===== src/include/t2ccr_consts.vh =====
// Constants for the timer 2 compare/capture/reload block.
// Assumes a 32-bit APB slave port with byte addresses.
`ifndef T2CCR_CONSTS_VH
`define T2CCR_CONSTS_VH

// ----------------------------------------
// Register byte offsets
// ----------------------------------------
`define T2CCR_OFF_CTRL      8'h00
`define T2CCR_OFF_COUNT     8'h04
`define T2CCR_OFF_RELOAD    8'h08
`define T2CCR_OFF_CHMODE    8'h0C
`define T2CCR_OFF_PORT      8'h10
`define T2CCR_OFF_STATUS    8'h14
`define T2CCR_OFF_CCV0      8'h20
`define T2CCR_OFF_CCV1      8'h24
`define T2CCR_OFF_CCV2      8'h28
`define T2CCR_OFF_CCV3      8'h2C

// ----------------------------------------
// Control field positions
// ----------------------------------------
`define T2CCR_CTRL_RUN      0
`define T2CCR_CTRL_PRESC    1
`define T2CCR_CTRL_RLD      2

// ----------------------------------------
// Field layouts
// ----------------------------------------
`define T2CCR_MODE_W        3
`define T2CCR_PORT_SHD_LSB  4
`define T2CCR_ST_CAP_LSB    4
`define T2CCR_ST_OVF        8

// ----------------------------------------
// Channel modes
// ----------------------------------------
`define T2CCR_MODE_OFF      3'h0
`define T2CCR_MODE_CMP0     3'h1
`define T2CCR_MODE_CMP1     3'h2
`define T2CCR_MODE_CAP0     3'h3
`define T2CCR_MODE_CAP1     3'h4

// ----------------------------------------
// Reset values and count limit
// ----------------------------------------
`define T2CCR_RST_CTRL      3'h0
`define T2CCR_RST_COUNT     16'h0000
`define T2CCR_RST_RELOAD    16'h0000
`define T2CCR_RST_CHMODE    12'h000
`define T2CCR_RST_CCV       16'h0000
`define T2CCR_COUNT_MAX     16'hFFFF

`endif


===== src/hdl/t2ccr_chan.v =====
// One compare/capture channel of the timer 2 block.
// Assumes the count and overflow come from the timer in the top module.
`timescale 1ns/1ps
`default_nettype none
`include "t2ccr_consts.vh"

module t2ccr_chan (
    input  wire        clk_i,
    input  wire        rst_i,
    input  wire [2:0]  mode_i,
    input  wire [15:0] count_i,
    input  wire        ovf_i,
    input  wire        port_wr_i,
    input  wire        port_bit_i,
    input  wire        ccv_wr_i,
    input  wire [1:0]  ccv_strb_i,
    input  wire [15:0] ccv_wdata_i,
    input  wire        pin_i,
    output reg  [15:0] ccv_o,
    output reg         out_latch_o,
    output reg         shadow_o,
    output wire        cmp_evt_o,
    output wire        cap_evt_o
);
    reg  pin_d;
    reg  match_d;
    wire is_cmp = (mode_i == `T2CCR_MODE_CMP0) || (mode_i == `T2CCR_MODE_CMP1);
    wire match = is_cmp && (count_i == ccv_o);
    wire cap_ext = (mode_i == `T2CCR_MODE_CAP0) && pin_i && !pin_d;
    wire cap_sw = (mode_i == `T2CCR_MODE_CAP1) && ccv_wr_i && ccv_strb_i[0];
    wire next_shadow = port_wr_i ? port_bit_i : shadow_o;

    assign cmp_evt_o = match && !match_d;
    assign cap_evt_o = cap_ext || cap_sw;

    always @(posedge clk_i) begin
        if (rst_i) begin
            ccv_o       <= `T2CCR_RST_CCV;
            out_latch_o <= 1'b0;
            shadow_o    <= 1'b0;
            pin_d       <= 1'b0;
            match_d     <= 1'b0;
        end else begin
            pin_d   <= pin_i;
            match_d <= match;
            // ----------------------------------------
            // Compare/capture value
            // ----------------------------------------
            if (cap_ext || cap_sw) begin
                ccv_o <= count_i;
            end else if (ccv_wr_i) begin
                if (ccv_strb_i[0])
                    ccv_o[7:0] <= ccv_wdata_i[7:0];
                if (ccv_strb_i[1])
                    ccv_o[15:8] <= ccv_wdata_i[15:8];
            end
            // ----------------------------------------
            // Port latch pair
            // ----------------------------------------
            case (mode_i)
                `T2CCR_MODE_CMP0: begin
                    // Bus path cut off; timer events only
                    if (ovf_i)
                        out_latch_o <= 1'b0;
                    else if (match)
                        out_latch_o <= 1'b1;
                end
                `T2CCR_MODE_CMP1: begin
                    shadow_o <= next_shadow;
                    if (match)
                        out_latch_o <= next_shadow;
                end
                `T2CCR_MODE_OFF: begin
                    shadow_o <= next_shadow;
                    out_latch_o <= next_shadow;
                end
                default: begin
                    shadow_o <= next_shadow;
                end
            endcase
        end
    end
endmodule // t2ccr_chan

`default_nettype wire


===== src/hdl/t2ccr_top.v =====
// Timer 2 with four compare/capture/reload channels, APB slave.
// Assumes clk_i is the machine-cycle clock and pins are synchronous to it.
`timescale 1ns/1ps
`default_nettype none
`include "t2ccr_consts.vh"

// Summary of operation
// 16-bit up-counter, high and low byte
// Prescaler: count every or every second cycle
// Compare value vs count; match drives pin, request
// Four compare outputs usable as PWM
// Four capture inputs latch the count
// Compare mode 0: match sets output high
// Compare mode 0: overflow clears output low
// Compare mode 0: bus disconnected from latch
// Compare mode 0: port writes ignored
// Compare mode 1: software sets both edges
// Compare mode 1: latches transparent during match
// Mode 1 write during match updates both
// Read-modify-write uses the shadow latch
// Plain port read returns pin level
// Capture mode 0: pin event copies count
// Capture mode 1: low-byte write copies count
// Reload function modulates timer cycle length
// Mode 1 match copies shadow to output
// Reload enabled: overflow loads reload value
// Each channel mode selected independently
module t2ccr_top (
    input  wire        clk_i,
    input  wire        rst_i,
    input  wire        psel_i,
    input  wire        penable_i,
    input  wire        pwrite_i,
    input  wire [7:0]  paddr_i,
    input  wire [31:0] pwdata_i,
    input  wire [3:0]  pstrb_i,
    output reg  [31:0] prdata_o,
    output reg         pready_o,
    output reg         pslverr_o,
    input  wire [3:0]  cc_pin_i,
    output wire [3:0]  cc_o,
    output reg  [3:0]  cc_oe_o,
    output reg  [3:0]  cmp_req_o,
    output reg  [3:0]  cap_req_o
);

    // ----------------------------------------
    // Registers and state
    // ----------------------------------------
    reg  [2:0]  ctrl;
    reg  [15:0] count;
    reg  [15:0] reload;
    reg  [11:0] chmode;
    reg  [3:0]  cmp_flag;
    reg  [3:0]  cap_flag;
    reg         ovf_flag;
    reg         presc_phase;

    wire [15:0] ccv0;
    wire [15:0] ccv1;
    wire [15:0] ccv2;
    wire [15:0] ccv3;
    wire [3:0]  shadow;
    wire [3:0]  cmp_evt;
    wire [3:0]  cap_evt;
    wire [63:0] ccv_all;

    // ----------------------------------------
    // APB decode
    // ----------------------------------------
    wire setup   = psel_i && !penable_i;
    wire access  = psel_i && penable_i && pready_o;
    wire wr      = access && pwrite_i;
    wire wr_ctrl = wr && (paddr_i == `T2CCR_OFF_CTRL);
    wire wr_cnt  = wr && (paddr_i == `T2CCR_OFF_COUNT);
    wire wr_rld  = wr && (paddr_i == `T2CCR_OFF_RELOAD);
    wire wr_mode = wr && (paddr_i == `T2CCR_OFF_CHMODE);
    wire wr_port = wr && (paddr_i == `T2CCR_OFF_PORT) && pstrb_i[0];
    wire wr_stat = wr && (paddr_i == `T2CCR_OFF_STATUS) && pstrb_i[1:0] != 2'b00;
    wire [3:0] wr_ccv;

    assign wr_ccv[0] = wr && (paddr_i == `T2CCR_OFF_CCV0);
    assign wr_ccv[1] = wr && (paddr_i == `T2CCR_OFF_CCV1);
    assign wr_ccv[2] = wr && (paddr_i == `T2CCR_OFF_CCV2);
    assign wr_ccv[3] = wr && (paddr_i == `T2CCR_OFF_CCV3);
    assign ccv_all   = {ccv3, ccv2, ccv1, ccv0};

    // ----------------------------------------
    // Prescaler and timer
    // ----------------------------------------
    // Tick is an enable, never a derived clock
    wire run  = ctrl[`T2CCR_CTRL_RUN];
    wire tick = run && (!ctrl[`T2CCR_CTRL_PRESC] || presc_phase);
    wire ovf  = tick && (count == `T2CCR_COUNT_MAX);

    always @(posedge clk_i) begin
        if (rst_i) begin
            presc_phase <= 1'b0;
        end else if (!run) begin
            presc_phase <= 1'b0;
        end else begin
            presc_phase <= !presc_phase;
        end
    end

    always @(posedge clk_i) begin
        if (rst_i) begin
            count <= `T2CCR_RST_COUNT;
        end else if (wr_cnt) begin
            // Software load wins over a tick in the same cycle
            if (pstrb_i[0])
                count[7:0] <= pwdata_i[7:0];
            if (pstrb_i[1])
                count[15:8] <= pwdata_i[15:8];
        end else if (ovf) begin
            if (ctrl[`T2CCR_CTRL_RLD])
                count <= reload;
            else
                count <= `T2CCR_RST_COUNT;
        end else if (tick) begin
            count <= count + 16'h0001;
        end
    end

    // ----------------------------------------
    // Configuration registers
    // ----------------------------------------
    always @(posedge clk_i) begin
        if (rst_i) begin
            ctrl   <= `T2CCR_RST_CTRL;
            reload <= `T2CCR_RST_RELOAD;
            chmode <= `T2CCR_RST_CHMODE;
        end else begin
            if (wr_ctrl && pstrb_i[0])
                ctrl <= pwdata_i[2:0];
            if (wr_rld && pstrb_i[0])
                reload[7:0] <= pwdata_i[7:0];
            if (wr_rld && pstrb_i[1])
                reload[15:8] <= pwdata_i[15:8];
            if (wr_mode && pstrb_i[0])
                chmode[7:0] <= pwdata_i[7:0];
            if (wr_mode && pstrb_i[1])
                chmode[11:8] <= pwdata_i[11:8];
        end
    end

    // ----------------------------------------
    // Channels
    // ----------------------------------------
    genvar g;
    generate
        for (g = 0; g < 4; g = g + 1) begin : g_chan
            wire [15:0] ccv_q;
            t2ccr_chan u_chan (
                .clk_i       (clk_i),
                .rst_i       (rst_i),
                .mode_i      (chmode[3*g +: 3]),
                .count_i     (count),
                .ovf_i       (ovf),
                .port_wr_i   (wr_port),
                .port_bit_i  (pwdata_i[g]),
                .ccv_wr_i    (wr_ccv[g]),
                .ccv_strb_i  (pstrb_i[1:0]),
                .ccv_wdata_i (pwdata_i[15:0]),
                .pin_i       (cc_pin_i[g]),
                .ccv_o       (ccv_q),
                .out_latch_o (cc_o[g]),
                .shadow_o    (shadow[g]),
                .cmp_evt_o   (cmp_evt[g]),
                .cap_evt_o   (cap_evt[g])
            );
        end
    endgenerate

    assign ccv0 = g_chan[0].ccv_q;
    assign ccv1 = g_chan[1].ccv_q;
    assign ccv2 = g_chan[2].ccv_q;
    assign ccv3 = g_chan[3].ccv_q;

    // ----------------------------------------
    // Pin drive and event requests
    // ----------------------------------------
    // Capture channels release the pin so it can be driven from outside
    integer i;
    always @(posedge clk_i) begin
        if (rst_i) begin
            cc_oe_o   <= 4'h0;
            cmp_req_o <= 4'h0;
            cap_req_o <= 4'h0;
        end else begin
            for (i = 0; i < 4; i = i + 1) begin
                cc_oe_o[i] <= (chmode[3*i +: 3] != `T2CCR_MODE_CAP0) &&
                              (chmode[3*i +: 3] != `T2CCR_MODE_CAP1);
            end
            cmp_req_o <= cmp_evt;
            cap_req_o <= cap_evt;
        end
    end

    // ----------------------------------------
    // Sticky status, write one to clear
    // ----------------------------------------
    // A new event in the clearing cycle wins
    always @(posedge clk_i) begin
        if (rst_i) begin
            cmp_flag <= 4'h0;
            cap_flag <= 4'h0;
            ovf_flag <= 1'b0;
        end else begin
            cmp_flag <= (cmp_flag & ~(wr_stat ? pwdata_i[3:0] : 4'h0)) | cmp_evt;
            cap_flag <= (cap_flag & ~(wr_stat ? pwdata_i[7:4] : 4'h0)) | cap_evt;
            ovf_flag <= (ovf_flag & ~(wr_stat && pwdata_i[`T2CCR_ST_OVF])) | ovf;
        end
    end

    // ----------------------------------------
    // Read mux
    // ----------------------------------------
    reg [31:0] next_rdata;
    reg        next_err;
    always @* begin
        next_rdata = 32'h0000_0000;
        next_err   = 1'b0;
        case (paddr_i)
            `T2CCR_OFF_CTRL: begin
                next_rdata[2:0] = ctrl;
            end
            `T2CCR_OFF_COUNT: begin
                next_rdata[15:0] = count;
            end
            `T2CCR_OFF_RELOAD: begin
                next_rdata[15:0] = reload;
            end
            `T2CCR_OFF_CHMODE: begin
                next_rdata[11:0] = chmode;
            end
            `T2CCR_OFF_PORT: begin
                next_rdata[3:0] = cc_pin_i;
                next_rdata[7:4] = shadow;
            end
            `T2CCR_OFF_STATUS: begin
                next_rdata[3:0] = cmp_flag;
                next_rdata[7:4] = cap_flag;
                next_rdata[`T2CCR_ST_OVF] = ovf_flag;
            end
            `T2CCR_OFF_CCV0: begin
                next_rdata[15:0] = ccv_all[15:0];
            end
            `T2CCR_OFF_CCV1: begin
                next_rdata[15:0] = ccv_all[31:16];
            end
            `T2CCR_OFF_CCV2: begin
                next_rdata[15:0] = ccv_all[47:32];
            end
            `T2CCR_OFF_CCV3: begin
                next_rdata[15:0] = ccv_all[63:48];
            end
            default: begin
                next_err = 1'b1;
            end
        endcase
    end

    // ----------------------------------------
    // APB answer
    // ----------------------------------------
    // Ready rises for the access phase only: zero wait states
    always @(posedge clk_i) begin
        if (rst_i) begin
            prdata_o  <= 32'h0000_0000;
            pready_o  <= 1'b0;
            pslverr_o <= 1'b0;
        end else begin
            pready_o <= setup;
            if (setup) begin
                prdata_o  <= pwrite_i ? 32'h0000_0000 : next_rdata;
                pslverr_o <= next_err;
            end else if (access) begin
                prdata_o  <= 32'h0000_0000;
                pslverr_o <= 1'b0;
            end
        end
    end

endmodule // t2ccr_top

`default_nettype wire


===== config.mk =====
export PLATFORM = sky130hd
export DESIGN_NAME = t2ccr_top
export DESIGN_NICKNAME = d
export VERILOG_FILES = /design/src/hdl/t2ccr_chan.v /design/src/hdl/t2ccr_top.v
export VERILOG_INCLUDE_DIRS = /design/src /design/src/include
export SDC_FILE = /design/constraint.sdc
export NUM_CORES = 1
export LEC_CHECK = 0
export BUFFER_PORTS_ARGS = -buffer_cell sky130_fd_sc_hd__buf_2
export CAP_MARGIN = 20
export CORE_ASPECT_RATIO = 0.75
export CORE_MARGIN = 4
export CORE_UTILIZATION = 60
export CTS_BUF_LIST = sky130_fd_sc_hd__clkbuf_2
export CTS_CLUSTER_DIAMETER = 200
export DETAILED_ROUTE_END_ITERATION = 8
export GPL_TIMING_DRIVEN = 0
export PLACE_DENSITY = 0.9
export REMOVE_ABC_BUFFERS = 1
export SYNTH_ARGS = -nofsm -noshare
export SYNTH_HDL_FRONTEND = slang
export SYNTH_SLANG_ARGS = --single-unit

===== constraint.sdc =====
create_clock -name clk_i -period 4.6 [get_ports clk_i]
set_clock_uncertainty 0.05 [all_clocks]
set_input_delay 0.92 -clock clk_i [delete_from_list [all_inputs] [get_ports clk_i]]
set_output_delay 0.92 -clock clk_i [all_outputs]
set_load 0.1 [all_outputs]

Yosys cells after proc, flatten, opt, wreduce, memory -nomap -nowiden. Cells that the tools add are included. W data, S select, Z words.

Bits in registers: 183. Input port bits: 53. Output and inout bits: 50. Word-level logic and storage cells: 259.

Reductions and logical operators: 112. Mux-type cells: 47. Bitwise logic cells: 10. Eq/ne operators: 48. Add/subtract/negate cells: 1.

Operators with widths (number): $mux W16 (13); $eq A16 B16 Y1 (4); $mux W32 (2); $logic_and A1 B1 Y1 (52); $pmux W5 S9 (1); $eq A8 B6 Y1 const B (4); $pmux W3 S10 (1); $reduce_bool A2 Y1 (14); $eq A3 B2 Y1 const B (8); $ne A3 B2 Y1 const B (8); $pmux W4 S6 (1); $pmux W3 S7 (1); $reduce_and A2 Y1 (10); $mux W1 (19); $add A16 B1 Y16 const B (1); $eq A16 B16 Y1 const B (1); $eq A8 B4 Y1 const B (2); $eq A8 B5 Y1 const B (2); $mux W8 (2); $reduce_bool A3 Y1 (5); $eq A3 B1 Y1 const B (4); $eq A3 B3 Y1 const B (4); $logic_not A3 Y1 (4); $ne A3 B3 Y1 const B (4); other kinds (18) (51).

Longest topological paths before layout.
Depth in word-level cells: 9. Mapped depth: 9. Mapped depth without buffers: 7.

Cells and area by module. A second synthesis with hierarchy kept.

Cells, all modules: 1132. Area, all modules: 9665.5 sq um.

Modules (own cells, without submodules): t2ccr_top (area each 5016.1 sq um, times used 1, cells an instance 596, sequential area each 1741.7 sq um); t2ccr_chan (area each 1162.4 sq um, times used 4, cells an instance 134, sequential area each 400.4 sq um).

Worst setup path before layout. OpenSTA, ideal clock, no wires.

Path kind: input port to flip-flop. Start point: input port paddr_i[4]. End point: register g_chan[2].u_chan.out_latch_o. Path slack: 1.632 ns. Buffers on the path: 2. Stages on the path: 8. Data required time: 4.434 ns. Arrival: 2.802 ns. Setup time: 0.116 ns. Cells stage by stage: buf_2 -> nor4b_1 -> and4_1 -> buf_4 -> mux2i_1 -> a21oi_1 -> and4_1 -> a31o_2.

Longest elaborated chain between the ends: 6.

RTL lines: from (decl) (RTL line t2ccr_top.v:34) `input wire [7:0] paddr_i,`; $eq A8 B5 Y1 (*); $logic_and A1 B1 Y1 (*) (2 in series) (RTL line t2ccr_top.v:78) `` wire wr_port = wr && (paddr_i == `T2CCR_OFF_PORT) && pstrb_i[0]; ``; $mux W1 (*) (RTL line t2ccr_chan.v:31) `wire next_shadow = port_wr_i ? port_bit_i : shadow_o;`; $mux W1 (RTL line t2ccr_chan.v:70) `if (match)`; $pmux W1 S3 (*) (RTL line t2ccr_chan.v:60) `case (mode_i)`; to (signal assigned) (RTL line t2ccr_chan.v:71) `out_latch_o <= next_shadow;`; to (signal assigned) (RTL line t2ccr_chan.v:75) `out_latch_o <= next_shadow;`; to (decl) (RTL line t2ccr_chan.v:20) `output reg out_latch_o,`.

Mark *: on every way between the ends. The rest lies on a longest branch, timed or not. The select of a mux whose other input is x is not followed. A chain may end at the register's enable or synchronous reset.

Final worst setup path.
Start point: input port paddr_i[2]. End point: register count[11].

Longest elaborated chain between the ends: 4. Elaborated cells on any way between the ends: 6. Classes of those cells: eq/ne (2); mux (1); reduce/logical (3).

RTL lines: $eq A8 B3 Y1 (*); $logic_and A1 B1 Y1 (*) (RTL line t2ccr_top.v:75) `` wire wr_cnt = wr && (paddr_i == `T2CCR_OFF_COUNT); ``; $ne A2 B2 Y1 (no line) / $reduce_bool A3 Y1 (equally long branches); $reduce_and A2 Y1 (no line); to (signal assigned) (RTL line t2ccr_top.v:108) `` count <= `T2CCR_RST_COUNT; ``; to (signal assigned) (RTL line t2ccr_top.v:114) `count[15:8] <= pwdata_i[15:8];`; to (signal assigned) (RTL line t2ccr_top.v:117) `count <= reload;`; to (decl) (RTL line t2ccr_top.v:51) `reg [15:0] count;`.

Mark *: on every way between the ends. The rest lies on a longest branch, timed or not.

==> Flow_metrics.wiki <==
{| class="wikitable"
! Metric !! Value
|-
| Count of endpoints failing hold in the final timing report || 0
|-
| Chip Height || roughly 120 µm
|-
| Fraction of the yosys area taken by sequential cells || a little over a third
|-
| First-pass GRT wire length || roughly 48000 µm
|-
| EDFF count, synth || 0
|-
| Critical path depth || 8
|-
| Critical path's largest stage delay || approximately 0.9 ns
|-
| Pin slew with the least headroom to its limit || around 1.2 ns
|-
| Cell at the root of the clock tree || sky130_fd_sc_hd__clkbuf_2
|-
| Setup ws final || 0.234 ns
|-
| Worst r2r path cells || 7
|-
| Primary FF master, synth || sky130_fd_sc_hd__dfxtp_1
|-
| TritonCTS sink count || around 170
|-
| Post-CTS Resized || 0
|-
| Final routed wire length divided by cell count || 23.7 µm
|-
| Max rail drop VDD || 0.000192 V
|-
| Max cap viols || 0
|-
| Post-cts hold buffer count || 0
|-
| Worst Setup End Kind || register
|-
| Top library cells by usage in the layout, fill and taps aside || 167 x sky130_fd_sc_hd__dfxtp_1, 154 x sky130_fd_sc_hd__nor2_1, 79 x sky130_fd_sc_hd__nand2_1
|-
| Clock transition at path regs || about 0.21 ns
|-
| DRT iter0 DRCs || around 1700
|-
| Number of cells produced by synthesis || 1113
|-
| Buffering stage count on the worst path with inverters included || 2
|-
| Layout cell share with drive strength beyond 1 || between 10% and 20%
|-
| ANT nets after route || 0
|-
| Filler instances || 1295
|-
| Syn Std Cell Area || just over 9000 µm²
|-
| Number of failing setup endpoints in the final timing report || 0
|-
| Number of global-route vias before repair || between 8000 and 9000
|-
| Arrival @ worst endpoint || around 5.0 ns
|-
| Result of the run || completed
|-
| CTS H-tree lvls || 4
|-
| Initial antenna violation count || 0
|-
| Cell class contributing the biggest share of worst-path delay || simple AND/OR/NAND/NOR gates
|-
| Total wire length after detailed routing || roughly 31000 µm
|-
| Pin count of the biggest net entering global routing || between 80 and 90
|-
| Final net count || 1156
|-
| Required arrival time at the worst endpoint || 5.25 ns
|-
| Type of element launching the critical path || input pin
|-
| Port Buf Inserts || between 60 and 70
|-
| Row cnt || 39
|-
| Shortest period the worst path allows || between 4 and 5 ns
|-
| Pre-Repair DR Iteration Count || 7
|-
| Hold path depth || 2
|-
| Total setup buffers inserted after CTS || 0
|-
| Count of warnings emitted by yosys || 0
|-
| Via/cell ratio || ~7.0
|-
| Clock insertion delay at the later pin of the skew report || 0.80 ns
|-
| Synth-to-layout area growth || 6.04%
|-
| Number of primary I/O pins || 103
|-
| Number of flip-flops and latches in the synthesized netlist || ~170
|-
| Cell Area, Placed || between 9000 and 10000 µm²
|-
| Area of all placed cells without fillers || between 9000 and 10000 µm²
|-
| Most common cell after layout, fill and taps aside || sky130_fd_sc_hd__dfxtp_1
|-
| Count of inserted antenna diode cells || 0
|-
| Average size of a mapped cell || 8.31 µm²
|-
| Minimum setup slack after placement || -0.373 ns
|-
| DIE AREA || 17500 µm²
|-
| Crit Path Max Fanout || 39
|-
| Die Span X || 151 µm
|-
| Normalized max-slew margin || between 10% and 20%
|-
| Peak clock frequency supported by timing || approximately 0.23 GHz
|-
| Unrepaired setup endpoints after global routing || no
|-
| Critical Setup Path Class || in -> reg
|-
| Number of CTS-inserted buffers || 17
|-
| Total routing usage reported by global routing || 35.6%
|-
| Synth cell types || just over 70
|-
| Ratio of total power to cell area || approximately 260 nW/µm²
|-
| Core area || between 15000 and 20000 µm²
|-
| Path category of the worst min-delay check || in -> reg
|-
| Proportion of register bits with asynchronous set or reset after synthesis || 0%
|-
| Starting utilization of the core area || a little over 60%
|-
| Placer's final routability congestion estimate || around 1
|-
| Pins Over Slew Limit || 0
|-
| Final HPWL from detailed placement || around 22000 µm
|-
| Via Count || slightly above 9000
|-
| Post-route DRC violation count || 0
|-
| Clock buffer depth || 2
|-
| GRT Residual Overflow || 0
|-
| Leakage || approximately 4.3 nW
|-
| Chain of cells forming the critical path || buf_2, nor4b_4, buf_8, and3_1, nor3_1, a21oi_1, a2111oi_0, a211oi_1
|-
| Period utilisation layout || 94.9%
|-
| Worst path slowest cell || sky130_fd_sc_hd__a21oi_1
|-
| Clock tree from TritonCTS || built
|}
stage by stage:
step	std cells	TNS (ns)	utilization, %	power [W]	hold WS, ns
6_report	1319	0	64.7	0.00255	0.331
5_1_grt	1319	0	64.7	0.00262	0.282
4_1_cts	1318	0	64.6	0.00254	0.296
3_5_place_dp	1287	-1.84	62.9	0.00170	0.338
3_3_place_gp	1277	-177.49	61.6	0.00169	0.338
2_1_floorplan	1004	0	-	0.00159	0.328
cell families (layout without fill, tap and decap cells):
group | after synthesis | count (layout) | share of synthesized area [%]
buffers and inverters | 131 | 117 | 6.38
multiplexers | 82 | 82 | 9.34
AO/OA/AOI/OAI | 257 | 257 | 19.9
adder cells (fa/ha/maj) | 1 | 1 | 0.135
other | 1 | 16 | 0.0405
flip-flops | 167 | 167 | 36.1
XOR/XNOR | 82 | 82 | 7.76
AND/OR/NAND/NOR | 392 | 392 | 20.3
synthesized netlist by cell type, types with 20 or more instances:
library cell | instances | share of area (%)
sky130_fd_sc_hd__dfxtp_1 | 167 | 36
sky130_fd_sc_hd__nor2_1 | 155 | 6.3
sky130_fd_sc_hd__clkbuf_1 | 81 | 3.3
sky130_fd_sc_hd__nand2_1 | 79 | 3.2
sky130_fd_sc_hd__a21oi_1 | 66 | 3.6
sky130_fd_sc_hd__mux2i_1 | 65 | 7.0
sky130_fd_sc_hd__xor2_1 | 62 | 5.9
sky130_fd_sc_hd__nand3_1 | 38 | 2.1
sky130_fd_sc_hd__a22oi_1 | 36 | 2.9
sky130_fd_sc_hd__a222oi_1 | 32 | 3.5
sky130_fd_sc_hd__nor4_1 | 23 | 1.6
sky130_fd_sc_hd__a211oi_1 | 22 | 1.8
sky130_fd_sc_hd__buf_4 | 22 | 1.8
sky130_fd_sc_hd__nor3_1 | 21 | 1.1
sky130_fd_sc_hd__o21ai_0 | 21 | 1.1
sky130_fd_sc_hd__xnor2_1 | 20 | 1.9
registers in the layout, summed over array words and instances (netlist names), 12 cells and up:
name                 flops
g_chan.u_chan.ccv_o     64
prdata_o                16
chmode                  12
count                   16
reload                  16
final cells by class:
type	count	area [µm²]	share of cell area, %
clock buffers	21	105	1.07
multi-input cells	830	5450	55.5
repair buffers	79	479	4.88
clock inverters	10	154	1.57
well taps	205	256	2.61
inverters	7	26.3	0.268
flip-flops and latches	167	3340	34.1
where the power goes:
| group | switching (W) | internal, W |
|---|---|---|
| combinational | 0.000187 | 0.0000371 |
| sequential | 0.00000132 | 0.00146 |
| clock | 0.000514 | 0.000360 |
| total | 0.000702 | 0.00185 |
final timing paths:
path                                                from  slack (ns)                endpoint
worst min-delay path                         cc_pin_i[0]        0.33  g_chan[0].u_chan.pin_d
worst min register to register  g_chan[2].u_chan.match_d        0.37            cmp_req_o[2]
worst max register to register                  count[0]        0.62               count[11]
worst max-delay path                          paddr_i[2]        0.23               count[11]
routing by layer:
metal	track usage (%)	wire length [µm]	vias to the layer above	part of all wire [%]
li1	-	-	3992	-
met1	49.0	12300	4302	39
met2	49.5	12400	744	40
met3	15.0	5250	130	17
met4	12.9	1220	4	3.9
met5	5.28	130	-	0.42
(Power assumes the default switching activity.)
